## config.mk

```make
export PLATFORM = sky130hd
export DESIGN_NAME = cbr_top
export DESIGN_NICKNAME = d
export VERILOG_FILES = /design/src/pkg/cbr_pkg.sv /design/src/hdl/cbr_top.sv /design/src/hdl/cbr_sync.sv
export SDC_FILE = /design/constraint.sdc
export NUM_CORES = 1
export LEC_CHECK = 0
export ABC_AREA = 0
export BUFFER_PORTS_ARGS = -buffer_cell sky130_fd_sc_hd__buf_4
export CORE_MARGIN = 8
export CORE_UTILIZATION = 40
export CTS_CLUSTER_SIZE = 24
export DETAILED_ROUTE_END_ITERATION = 12
export GPL_ROUTABILITY_DRIVEN = 0
export SETUP_SLACK_MARGIN = 0.05
export SLEW_MARGIN = 20
export SYNTH_ARGS = -nofsm -noshare
export SYNTH_HDL_FRONTEND = slang
export SYNTH_SLANG_ARGS = --single-unit
```

## constraint.sdc

```tcl
create_clock -name clk_i -period 2.47 [get_ports clk_i]
set_input_delay 0.494 -clock clk_i [delete_from_list [all_inputs] [get_ports clk_i]]
set_output_delay 0.494 -clock clk_i [all_outputs]
set_load 0.1 [all_outputs]
```

## src/pkg/cbr_pkg.sv

```systemverilog
// constants, types and register map of the clock buffer register bank
package cbr_pkg;

  localparam int CBR_NREG = 8;

  // register offsets
  localparam logic [7:0] CBR_OFS_OUTPUT_ENABLE_CTRL      = 8'h00;
  localparam logic [7:0] CBR_OFS_PLL_MODE_AMPLITUDE_CTRL = 8'h01;
  localparam logic [7:0] CBR_OFS_OUTPUT_SLEW_CTRL        = 8'h02;
  localparam logic [7:0] CBR_OFS_FEEDBACK_SLEW_CTRL      = 8'h03;
  localparam logic [7:0] CBR_OFS_RESERVED_ALL_ONES       = 8'h04;
  localparam logic [7:0] CBR_OFS_REVISION_VENDOR_CODE    = 8'h05;
  localparam logic [7:0] CBR_OFS_DEVICE_TYPE_AND_CODE    = 8'h06;
  localparam logic [7:0] CBR_OFS_BLOCK_READ_LENGTH       = 8'h07;

  // identity codes, values arbitrary
  localparam logic [3:0] CBR_SILICON_REVISION_CODE = 4'h3;
  localparam logic [3:0] CBR_MAKER_CODE            = 4'h9;
  localparam logic [1:0] CBR_DEVICE_TYPE           = 2'h2;
  localparam logic [5:0] CBR_DEVICE_CODE           = 6'h2a;

  // per-byte writable mask, reset value and fixed read value, byte 0 in the low lane
  localparam logic [63:0] CBR_WMASK = {8'h1f, 8'h00, 8'h00, 8'h00, 8'h01, 8'h6a, 8'h3b, 8'h6a};
  localparam logic [63:0] CBR_RST   = {8'h08, 8'h00, 8'h00, 8'h00, 8'h01, 8'h6a, 8'h02, 8'h6a};
  localparam logic [63:0] CBR_FIXED = {8'h00, CBR_DEVICE_TYPE, CBR_DEVICE_CODE,
                                       CBR_SILICON_REVISION_CODE, CBR_MAKER_CODE,
                                       8'hff, 8'hc0, 8'h14, 8'h04, 8'h95};

  // field positions
  localparam int CBR_OUT_POS [4] = '{1, 3, 5, 6};
  localparam int CBR_POS_SW_OVERRIDE = 5;
  localparam int CBR_POS_SW_MODE     = 3;
  localparam int CBR_POS_LATCH_MODE  = 6;
  localparam int CBR_POS_AMPLITUDE   = 0;
  localparam int CBR_POS_FB_SPEED    = 0;

  // slave addresses per address-select strap (00 low, 01 mid, 10 high)
  localparam logic [1:0] CBR_SEL_LO  = 2'h0;
  localparam logic [1:0] CBR_SEL_MID = 2'h1;
  localparam logic [6:0] CBR_ADDR_LO  = 7'h6b;
  localparam logic [6:0] CBR_ADDR_MID = 7'h6c;
  localparam logic [6:0] CBR_ADDR_HI  = 7'h6d;

  // timing counts
  localparam logic [3:0] CBR_BYTE_BITS  = 4'h8;
  localparam logic [3:0] CBR_TX_LAST    = 4'h7;
  localparam logic [1:0] CBR_STRAP_WAIT = 2'h3;

  typedef enum logic [2:0] {
    CBR_ST_IDLE  = 3'b000,
    CBR_ST_RX    = 3'b001,
    CBR_ST_ACK   = 3'b010,
    CBR_ST_TX    = 3'b011,
    CBR_ST_TXACK = 3'b100
  } cbr_state_t;

  typedef enum logic [1:0] {
    CBR_PH_ADDR  = 2'b00,
    CBR_PH_INDEX = 2'b01,
    CBR_PH_COUNT = 2'b10,
    CBR_PH_DATA  = 2'b11
  } cbr_phase_t;

  // control outputs to the analog side
  typedef struct packed {
    logic [3:0] out_run;
    logic [3:0] out_edge_speed;
    logic       feedback_edge_speed;
    logic [1:0] amplitude;
    logic [1:0] pll_mode;
  } cbr_cfg_t;

  // pins after synchronisation
  typedef struct packed {
    logic       scl;
    logic       sda;
    logic [1:0] addr_sel;
    logic [1:0] mode_pin;
    logic [3:0] oe_pin_n;
  } cbr_pins_t;

endpackage

```

## src/hdl/cbr_top.sv

```systemverilog
// smbus slave with control and status register bank of a four-output clock buffer
`timescale 1ns/1ps
`default_nettype none

// Function
// - byte 0 bits gate outputs, reset one
// - override bit picks software or latched mode
// - byte 1 bits 7:6 return latched mode
// - byte 1 bits 1:0 select output swing
// - byte 2 bits select output slew rates
// - byte 3 bit 0 selects feedback slew
// - byte 4 always reads all ones
// - byte 5 holds revision and maker codes
// - byte 6 holds device type and code
// - byte 7 sets block read length
// - block write: index, count, data, all acknowledged
// - block read returns count then data bytes
// - slave address latched once from strap
module cbr_top
  import cbr_pkg::*;
(
  // clock and reset
  input  wire logic   clk_i,
  input  wire logic   sys_rst_i,
  // smbus pins
  input  wire logic   scl_i,
  input  wire logic   sda_i,
  output logic        sda_o,
  output logic        sda_oe_n_o,
  // strap and enable pins
  input  wire logic [1:0] slave_addr_select_pin_i,
  input  wire logic [1:0] pll_mode_pin_i,
  input  wire logic [3:0] out_oe_pin_n_i,
  // controls to the analog side
  output cbr_cfg_t    cfg_o
);

  ////////////////////////////////////////////////////////////////////////////
  // pin synchronisation and edge detection
  cbr_pins_t pins_s;

  cbr_sync #(.WIDTH($bits(cbr_pins_t))) u_sync (
    .clk_i   (clk_i),
    .async_i ({scl_i, sda_i, slave_addr_select_pin_i, pll_mode_pin_i, out_oe_pin_n_i}),
    .sync_o  (pins_s)
  );

  logic scl_d_ff;
  logic sda_d_ff;
  logic scl_rise;
  logic scl_fall;
  logic start_det;
  logic stop_det;

  always_ff @(posedge clk_i) begin
    if (sys_rst_i) begin
      scl_d_ff <= 1'b1;
      sda_d_ff <= 1'b1;
    end else begin
      scl_d_ff <= pins_s.scl;
      sda_d_ff <= pins_s.sda;
    end
  end

  assign scl_rise  = pins_s.scl & ~scl_d_ff;
  assign scl_fall  = ~pins_s.scl & scl_d_ff;
  assign start_det = pins_s.scl & scl_d_ff & sda_d_ff & ~pins_s.sda;
  assign stop_det  = pins_s.scl & scl_d_ff & ~sda_d_ff & pins_s.sda;

  ////////////////////////////////////////////////////////////////////////////
  // strap capture after reset release
  logic [1:0] strap_cnt_ff;
  logic [1:0] nxt_strap_cnt;
  logic       strap_done_ff;
  logic       nxt_strap_done;
  logic [6:0] slave_addr_ff;
  logic [6:0] nxt_slave_addr;
  logic [1:0] latched_mode_ff;
  logic [1:0] nxt_latched_mode;

  always_comb begin
    nxt_strap_cnt    = strap_cnt_ff;
    nxt_strap_done   = strap_done_ff;
    nxt_slave_addr   = slave_addr_ff;
    nxt_latched_mode = latched_mode_ff;
    if (!strap_done_ff) begin
      if (strap_cnt_ff == CBR_STRAP_WAIT) begin
        nxt_strap_done   = 1'b1;
        nxt_latched_mode = pins_s.mode_pin;
        if (pins_s.addr_sel == CBR_SEL_LO) begin
          nxt_slave_addr = CBR_ADDR_LO;
        end else if (pins_s.addr_sel == CBR_SEL_MID) begin
          nxt_slave_addr = CBR_ADDR_MID;
        end else begin
          nxt_slave_addr = CBR_ADDR_HI;
        end
      end else begin
        nxt_strap_cnt = strap_cnt_ff + 2'h1;
      end
    end
  end

  always_ff @(posedge clk_i) begin
    if (sys_rst_i) begin
      strap_cnt_ff    <= '0;
      strap_done_ff   <= 1'b0;
      slave_addr_ff   <= CBR_ADDR_LO;
      latched_mode_ff <= '0;
    end else begin
      strap_cnt_ff    <= nxt_strap_cnt;
      strap_done_ff   <= nxt_strap_done;
      slave_addr_ff   <= nxt_slave_addr;
      latched_mode_ff <= nxt_latched_mode;
    end
  end

  ////////////////////////////////////////////////////////////////////////////
  // register bank
  logic [63:0] regs_ff;
  logic [63:0] nxt_regs;
  logic        wr_en;
  logic [7:0]  wr_idx;
  logic [7:0]  wr_data;

  function automatic logic [7:0] rd_byte(input logic [7:0] idx, input logic [63:0] r,
                                         input logic [1:0] lm);
    logic [7:0] v;
    v = 8'h00;
    if (idx < 8'(CBR_NREG)) begin
      v = (r[idx[2:0]*8 +: 8] & CBR_WMASK[idx[2:0]*8 +: 8]) | CBR_FIXED[idx[2:0]*8 +: 8];
      if (idx == CBR_OFS_PLL_MODE_AMPLITUDE_CTRL) begin
        v[CBR_POS_LATCH_MODE +: 2] = lm;
      end
    end
    return v;
  endfunction

  always_comb begin
    nxt_regs = regs_ff;
    if (wr_en && wr_idx < 8'(CBR_NREG)) begin
      nxt_regs[wr_idx[2:0]*8 +: 8] = wr_data & CBR_WMASK[wr_idx[2:0]*8 +: 8];
    end
  end

  always_ff @(posedge clk_i) begin
    if (sys_rst_i) begin
      regs_ff <= CBR_RST;
    end else begin
      regs_ff <= nxt_regs;
    end
  end

  ////////////////////////////////////////////////////////////////////////////
  // control outputs
  cbr_cfg_t   cfg_ff;
  cbr_cfg_t   nxt_cfg;
  logic [7:0] b0;
  logic [7:0] b1;
  logic [7:0] b2;

  assign b0 = regs_ff[CBR_OFS_OUTPUT_ENABLE_CTRL[2:0]*8 +: 8];
  assign b1 = regs_ff[CBR_OFS_PLL_MODE_AMPLITUDE_CTRL[2:0]*8 +: 8];
  assign b2 = regs_ff[CBR_OFS_OUTPUT_SLEW_CTRL[2:0]*8 +: 8];

  always_comb begin
    for (int i = 0; i < 4; i++) begin
      nxt_cfg.out_run[i]        = b0[CBR_OUT_POS[i]] & ~pins_s.oe_pin_n[i];
      nxt_cfg.out_edge_speed[i] = b2[CBR_OUT_POS[i]];
    end
    nxt_cfg.feedback_edge_speed =
      regs_ff[CBR_OFS_FEEDBACK_SLEW_CTRL[2:0]*8 + CBR_POS_FB_SPEED];
    nxt_cfg.amplitude = b1[CBR_POS_AMPLITUDE +: 2];
    nxt_cfg.pll_mode  = b1[CBR_POS_SW_OVERRIDE] ? b1[CBR_POS_SW_MODE +: 2] : latched_mode_ff;
  end

  always_ff @(posedge clk_i) begin
    if (sys_rst_i) begin
      cfg_ff <= '0;
    end else begin
      cfg_ff <= nxt_cfg;
    end
  end

  assign cfg_o = cfg_ff;

  ////////////////////////////////////////////////////////////////////////////
  // smbus protocol engine
  cbr_state_t state_ff;
  cbr_state_t nxt_state;
  cbr_phase_t phase_ff;
  cbr_phase_t nxt_phase;
  logic [7:0] sh_ff;
  logic [7:0] nxt_sh;
  logic [3:0] cnt_ff;
  logic [3:0] nxt_cnt;
  logic [7:0] idx_ff;
  logic [7:0] nxt_idx;
  logic       rd_ff;
  logic       nxt_rd;
  logic       first_ff;
  logic       nxt_first;
  logic       hack_ff;
  logic       nxt_hack;
  logic       drv_ff;
  logic       nxt_drv;

  always_comb begin
    nxt_state = state_ff;
    nxt_phase = phase_ff;
    nxt_sh    = sh_ff;
    nxt_cnt   = cnt_ff;
    nxt_idx   = idx_ff;
    nxt_rd    = rd_ff;
    nxt_first = first_ff;
    nxt_hack  = hack_ff;
    wr_en     = 1'b0;
    wr_idx    = idx_ff;
    wr_data   = sh_ff;
    if (stop_det || !strap_done_ff) begin
      nxt_state = CBR_ST_IDLE;
    end else if (start_det) begin
      nxt_state = CBR_ST_RX;
      nxt_phase = CBR_PH_ADDR;
      nxt_cnt   = '0;
    end else begin
      unique case (state_ff)
        CBR_ST_IDLE: begin
        end
        CBR_ST_RX: begin
          if (scl_rise) begin
            nxt_sh  = {sh_ff[6:0], pins_s.sda};
            nxt_cnt = cnt_ff + 4'h1;
          end else if (scl_fall && cnt_ff == CBR_BYTE_BITS) begin
            nxt_state = CBR_ST_ACK;
            unique case (phase_ff)
              CBR_PH_ADDR: begin
                nxt_rd    = sh_ff[0];
                nxt_first = 1'b1;
                if (sh_ff[7:1] != slave_addr_ff) begin
                  nxt_state = CBR_ST_IDLE;
                end
              end
              CBR_PH_INDEX: nxt_idx = sh_ff;
              CBR_PH_COUNT: begin
              end
              CBR_PH_DATA: begin
                wr_en   = 1'b1;
                nxt_idx = idx_ff + 8'h01;
              end
            endcase
          end
        end
        CBR_ST_ACK: begin
          if (scl_fall) begin
            nxt_cnt = '0;
            if (rd_ff) begin
              nxt_state = CBR_ST_TX;
              nxt_first = 1'b0;
              if (first_ff) begin
                nxt_sh = regs_ff[CBR_OFS_BLOCK_READ_LENGTH[2:0]*8 +: 8] &
                         CBR_WMASK[CBR_OFS_BLOCK_READ_LENGTH[2:0]*8 +: 8];
              end else begin
                nxt_sh  = rd_byte(idx_ff, regs_ff, latched_mode_ff);
                nxt_idx = idx_ff + 8'h01;
              end
            end else begin
              nxt_state = CBR_ST_RX;
              if (phase_ff != CBR_PH_DATA) begin
                nxt_phase = cbr_phase_t'(phase_ff + 2'h1);
              end
            end
          end
        end
        CBR_ST_TX: begin
          if (scl_fall) begin
            if (cnt_ff == CBR_TX_LAST) begin
              nxt_state = CBR_ST_TXACK;
            end else begin
              nxt_sh  = {sh_ff[6:0], 1'b0};
              nxt_cnt = cnt_ff + 4'h1;
            end
          end
        end
        CBR_ST_TXACK: begin
          if (scl_rise) begin
            nxt_hack = ~pins_s.sda;
          end else if (scl_fall) begin
            nxt_cnt = '0;
            if (hack_ff) begin
              nxt_state = CBR_ST_TX;
              nxt_sh    = rd_byte(idx_ff, regs_ff, latched_mode_ff);
              nxt_idx   = idx_ff + 8'h01;
            end else begin
              nxt_state = CBR_ST_IDLE;
            end
          end
        end
        default: nxt_state = CBR_ST_IDLE;
      endcase
    end
    nxt_drv = (nxt_state == CBR_ST_ACK) || (nxt_state == CBR_ST_TX && !nxt_sh[7]);
  end

  always_ff @(posedge clk_i) begin
    if (sys_rst_i) begin
      state_ff <= CBR_ST_IDLE;
      phase_ff <= CBR_PH_ADDR;
      sh_ff    <= '0;
      cnt_ff   <= '0;
      idx_ff   <= '0;
      rd_ff    <= 1'b0;
      first_ff <= 1'b0;
      hack_ff  <= 1'b0;
      drv_ff   <= 1'b0;
    end else begin
      state_ff <= nxt_state;
      phase_ff <= nxt_phase;
      sh_ff    <= nxt_sh;
      cnt_ff   <= nxt_cnt;
      idx_ff   <= nxt_idx;
      rd_ff    <= nxt_rd;
      first_ff <= nxt_first;
      hack_ff  <= nxt_hack;
      drv_ff   <= nxt_drv;
    end
  end

  // open drain: only ever pulls low
  assign sda_o      = 1'b0;
  assign sda_oe_n_o = ~drv_ff;

endmodule

`default_nettype wire

```

## src/hdl/cbr_sync.sv

```systemverilog
// two-flop synchroniser for pin inputs
`timescale 1ns/1ps
`default_nettype none

module cbr_sync #(
  parameter int WIDTH = 1
) (
  // clock
  input  wire logic             clk_i,
  // data
  input  wire logic [WIDTH-1:0] async_i,
  output logic      [WIDTH-1:0] sync_o
);

  if (WIDTH < 1) begin : g_bad_width
    $error("cbr_sync: WIDTH must be at least 1");
  end

  logic [WIDTH-1:0] meta_ff;
  logic [WIDTH-1:0] sync_ff;

  always_ff @(posedge clk_i) begin
    meta_ff <= async_i;
    sync_ff <= meta_ff;
  end

  assign sync_o = sync_ff;

endmodule

`default_nettype wire

```

==> metrics <==
run status completed; Hold WC Path Type in2reg; worst skew pair latency 420 ps; Critical Path End Type flip-flop; path depth of the worst reg2reg path 5; LEAKAGE 0.002361 uW; antenna violations before repair 0; largest net degree at the start of global routing 30; Ys Warns 0; Finished Core Util 48.05%; synth-to-layout area growth 18.95%; Req. time, crit path 2760 ps; Crit path max-delay family compound AO/OA/AOI/OAI gates; Yosys cell types 78; Final Critical Period 2263 ps; DR iter-0 viols 372; Post-synth top cells dfxtp_1 (114), nand2_1 (51), nor2_1 (51), nand3_1 (41), a21oi_1 (33); Initial DRT Pass Iterations 6; PnR worst setup slack 207.3 ps; total power draw 4552 uW; layout cells sized above 1 18.38%; clk slew on worst S/H paths 60 ps; global-route wire length before repair 25.33 mm; CP max stage delay 560 ps; Synth Net Count 632; Inserted Clock Buffers 17; predominant post-synthesis flop cell dfxtp_1; Layout Skew 13.88 ps; clock sink count 114; Peak VDD IR 0.5670 mV; Rows 43; synth top area cells dfxtp_1 (41%), mux2i_1 (5.1%), nand3_1 (3.7%); Slew @ Worst Pin 575.0 ps; Vias 4880; post-synth top area cell dfxtp_1; die area 17820 um^2; RR Endpoint idx_ff[1]; worst path bufs/invs 0; drt via density 5.858; vias in the first global route 4776; slew margin rel. 61.41%; final hold vios 0; critical path peak fanout 7; CP Launch Type flip-flop; antenna viol nets, final 0; TNS Setup 0 ps; maximum root-to-sink buffer count 2; CTS tree done; leading cell type by number of instances after synthesis dfxtp_1; Clock H-tree levels 4; hold depth 1; Initial Util 40.40%; total track usage 18.02%; unrepaired setup endpoints after global routing no; dpl ws 154.6 ps; crit path cell chain xnor2_1 -> o21ai_1 -> or3_1 -> a2111oi_1 -> a211oi_1; Die Span Y 133.5 um; Synth top area share 41.34%; Max Cap Violations 0; register-to-register setup slack 210 ps; dpl hpwl 11.10 mm; nets@finish 668; Async SR Flop Fraction 0%; PD cells 693.2 nW/um^2; core area 13670 um^2; Mapped Cells 604; Avg Cell Area, Syn 9.140 um^2; slowest CP cell or3_1; Max Freq 442.0 MHz; Final setup viols 0; PortBufs 25; CP arrival 2550 ps; hold path start out_oe_pin_n_i[0]; critical path class reg2reg; Max Slew Vio Count 0; CTS root buffer clkbuf_16; post-synth design cell area 5520 um^2; WHS Endpoint u_sync.meta_ff[0]; Hold Slack 174.7 ps; die width 133.5 um; fin crit share 91.61%; Ports 27; Post-synth EDFFs 0; Residual DRC 0; Wirelength per Cell 18.91 um; register area share after synthesis 41.34%; reg-to-reg startpoint u_sync.sync_o[8]; Total Wirelength 15.75 mm; GRT overflow 0; n_diodes 0; FF+latch count, synth 114
## worst max-delay path by stage
stage	startpoint	cells past startpoint	end	slack (ps)
after floorplan	idx_ff[0]	9	regs_ff[17]	50
after global placement	idx_ff[3]	5	sh_ff[3]	140
after detailed placement	u_sync.sync_o[8]	5	idx_ff[4]	150
after CTS	u_sync.sync_o[8]	5	idx_ff[4]	140
after global routing	u_sync.sync_o[8]	5	idx_ff[2]	60
final	u_sync.sync_o[8]	5	idx_ff[1]	210
## placed cells by master (no fill, tap or decap), types with 5 or more instances in the layout
cell,instances
nand3b_1,5
nand2_1,51
a21oi_1,33
nand2b_1,9
nand3_1,41
nor3_1,7
clkbuf_16,17
o21a_1,5
nand4_1,6
inv_1,12
mux2i_1,28
mux4_2,7
nor2_1,50
ha_1,16
buf_4,57
a211o_1,5
a311oi_1,7
and3_1,6
a211oi_1,7
and2_1,6
dfxtp_1,114
nor2b_1,20
a31oi_1,6
o21ai_0,20
nor3b_1,8
o31ai_1,6
## where the power goes
| part | switching [uW] | internal [uW] |
|---|---|---|
| logic | 212 | 101 |
| registers | 34.9 | 1900 |
| clock network | 914 | 1390 |
## worst reg2reg max path: stages, from the launching register on
cell and delay (ps):
dfxtp_1 340, xnor2_1 380, o21ai_1 280, or3_1 560, a2111oi_1 480, a211oi_1 100
## stage by stage
| step | cells | cell area (um^2) |
|---|---|---|
| floorplan | 604 | 5528 |
| global placement | 799 | 5981 |
| detailed placement | 799 | 5981 |
| CTS | 831 | 6540 |
| global route | 833 | 6566 |
| finish | 833 | 6566 |
## state kept, by name, summed over array words and instances, names as in the netlist, 2 cells and up
signal           flops
slave_addr_ff        3
latched_mode_ff      2
phase_ff             2
u_sync.sync_o       10
state_ff             3
idx_ff               8
cfg_o               13
cnt_ff               4
sh_ff                8
regs_ff             42
strap_cnt_ff         2
u_sync.meta_ff      10
## layout make-up
cell class              count  area [um^2]
multi-input cells         436         3019
fillers                  1321         7099
well taps                 180        225.2
inverters                  14        52.55
clock inverters            14        130.1
flip-flops and latches    114         2282
clock buffers              18        429.2
repair buffers             57        427.9
## cells by family (layout without fill, tap and decap cells)
logic type / Yosys count / after routing / synth area share (%)
and+or+nand+nor: 236 / 236 / 22.96
AOI/OAI and AO/OA: 137 / 137 / 17.88
DFF: 114 / 114 / 41.34
buffers and inverters: 54 / 103 / 4.261
muxes: 39 / 39 / 8.749
adders and majority gates: 16 / 16 / 3.626
xor gates and xnor gates: 7 / 7 / 1.111
other: 1 / 1 / 0.06793
## repair_timing
action / 4_1_cts / 5_1_grt
hold buffers: 0 / 0
setup buffers: 0 / 2
endpoints found under the setup margin: 0 / 12
resized for setup: 0 / 4
## routing by layer
layer	track usage, %	vias up	part of all wire [%]
met4	8.359	0	2.9
met5	0	-	0
li1	-	2284	-
met1	21.60	2337	43
met3	5.572	42	7.2
met2	28.93	217	47
Power figures use the tool's default switching activity.
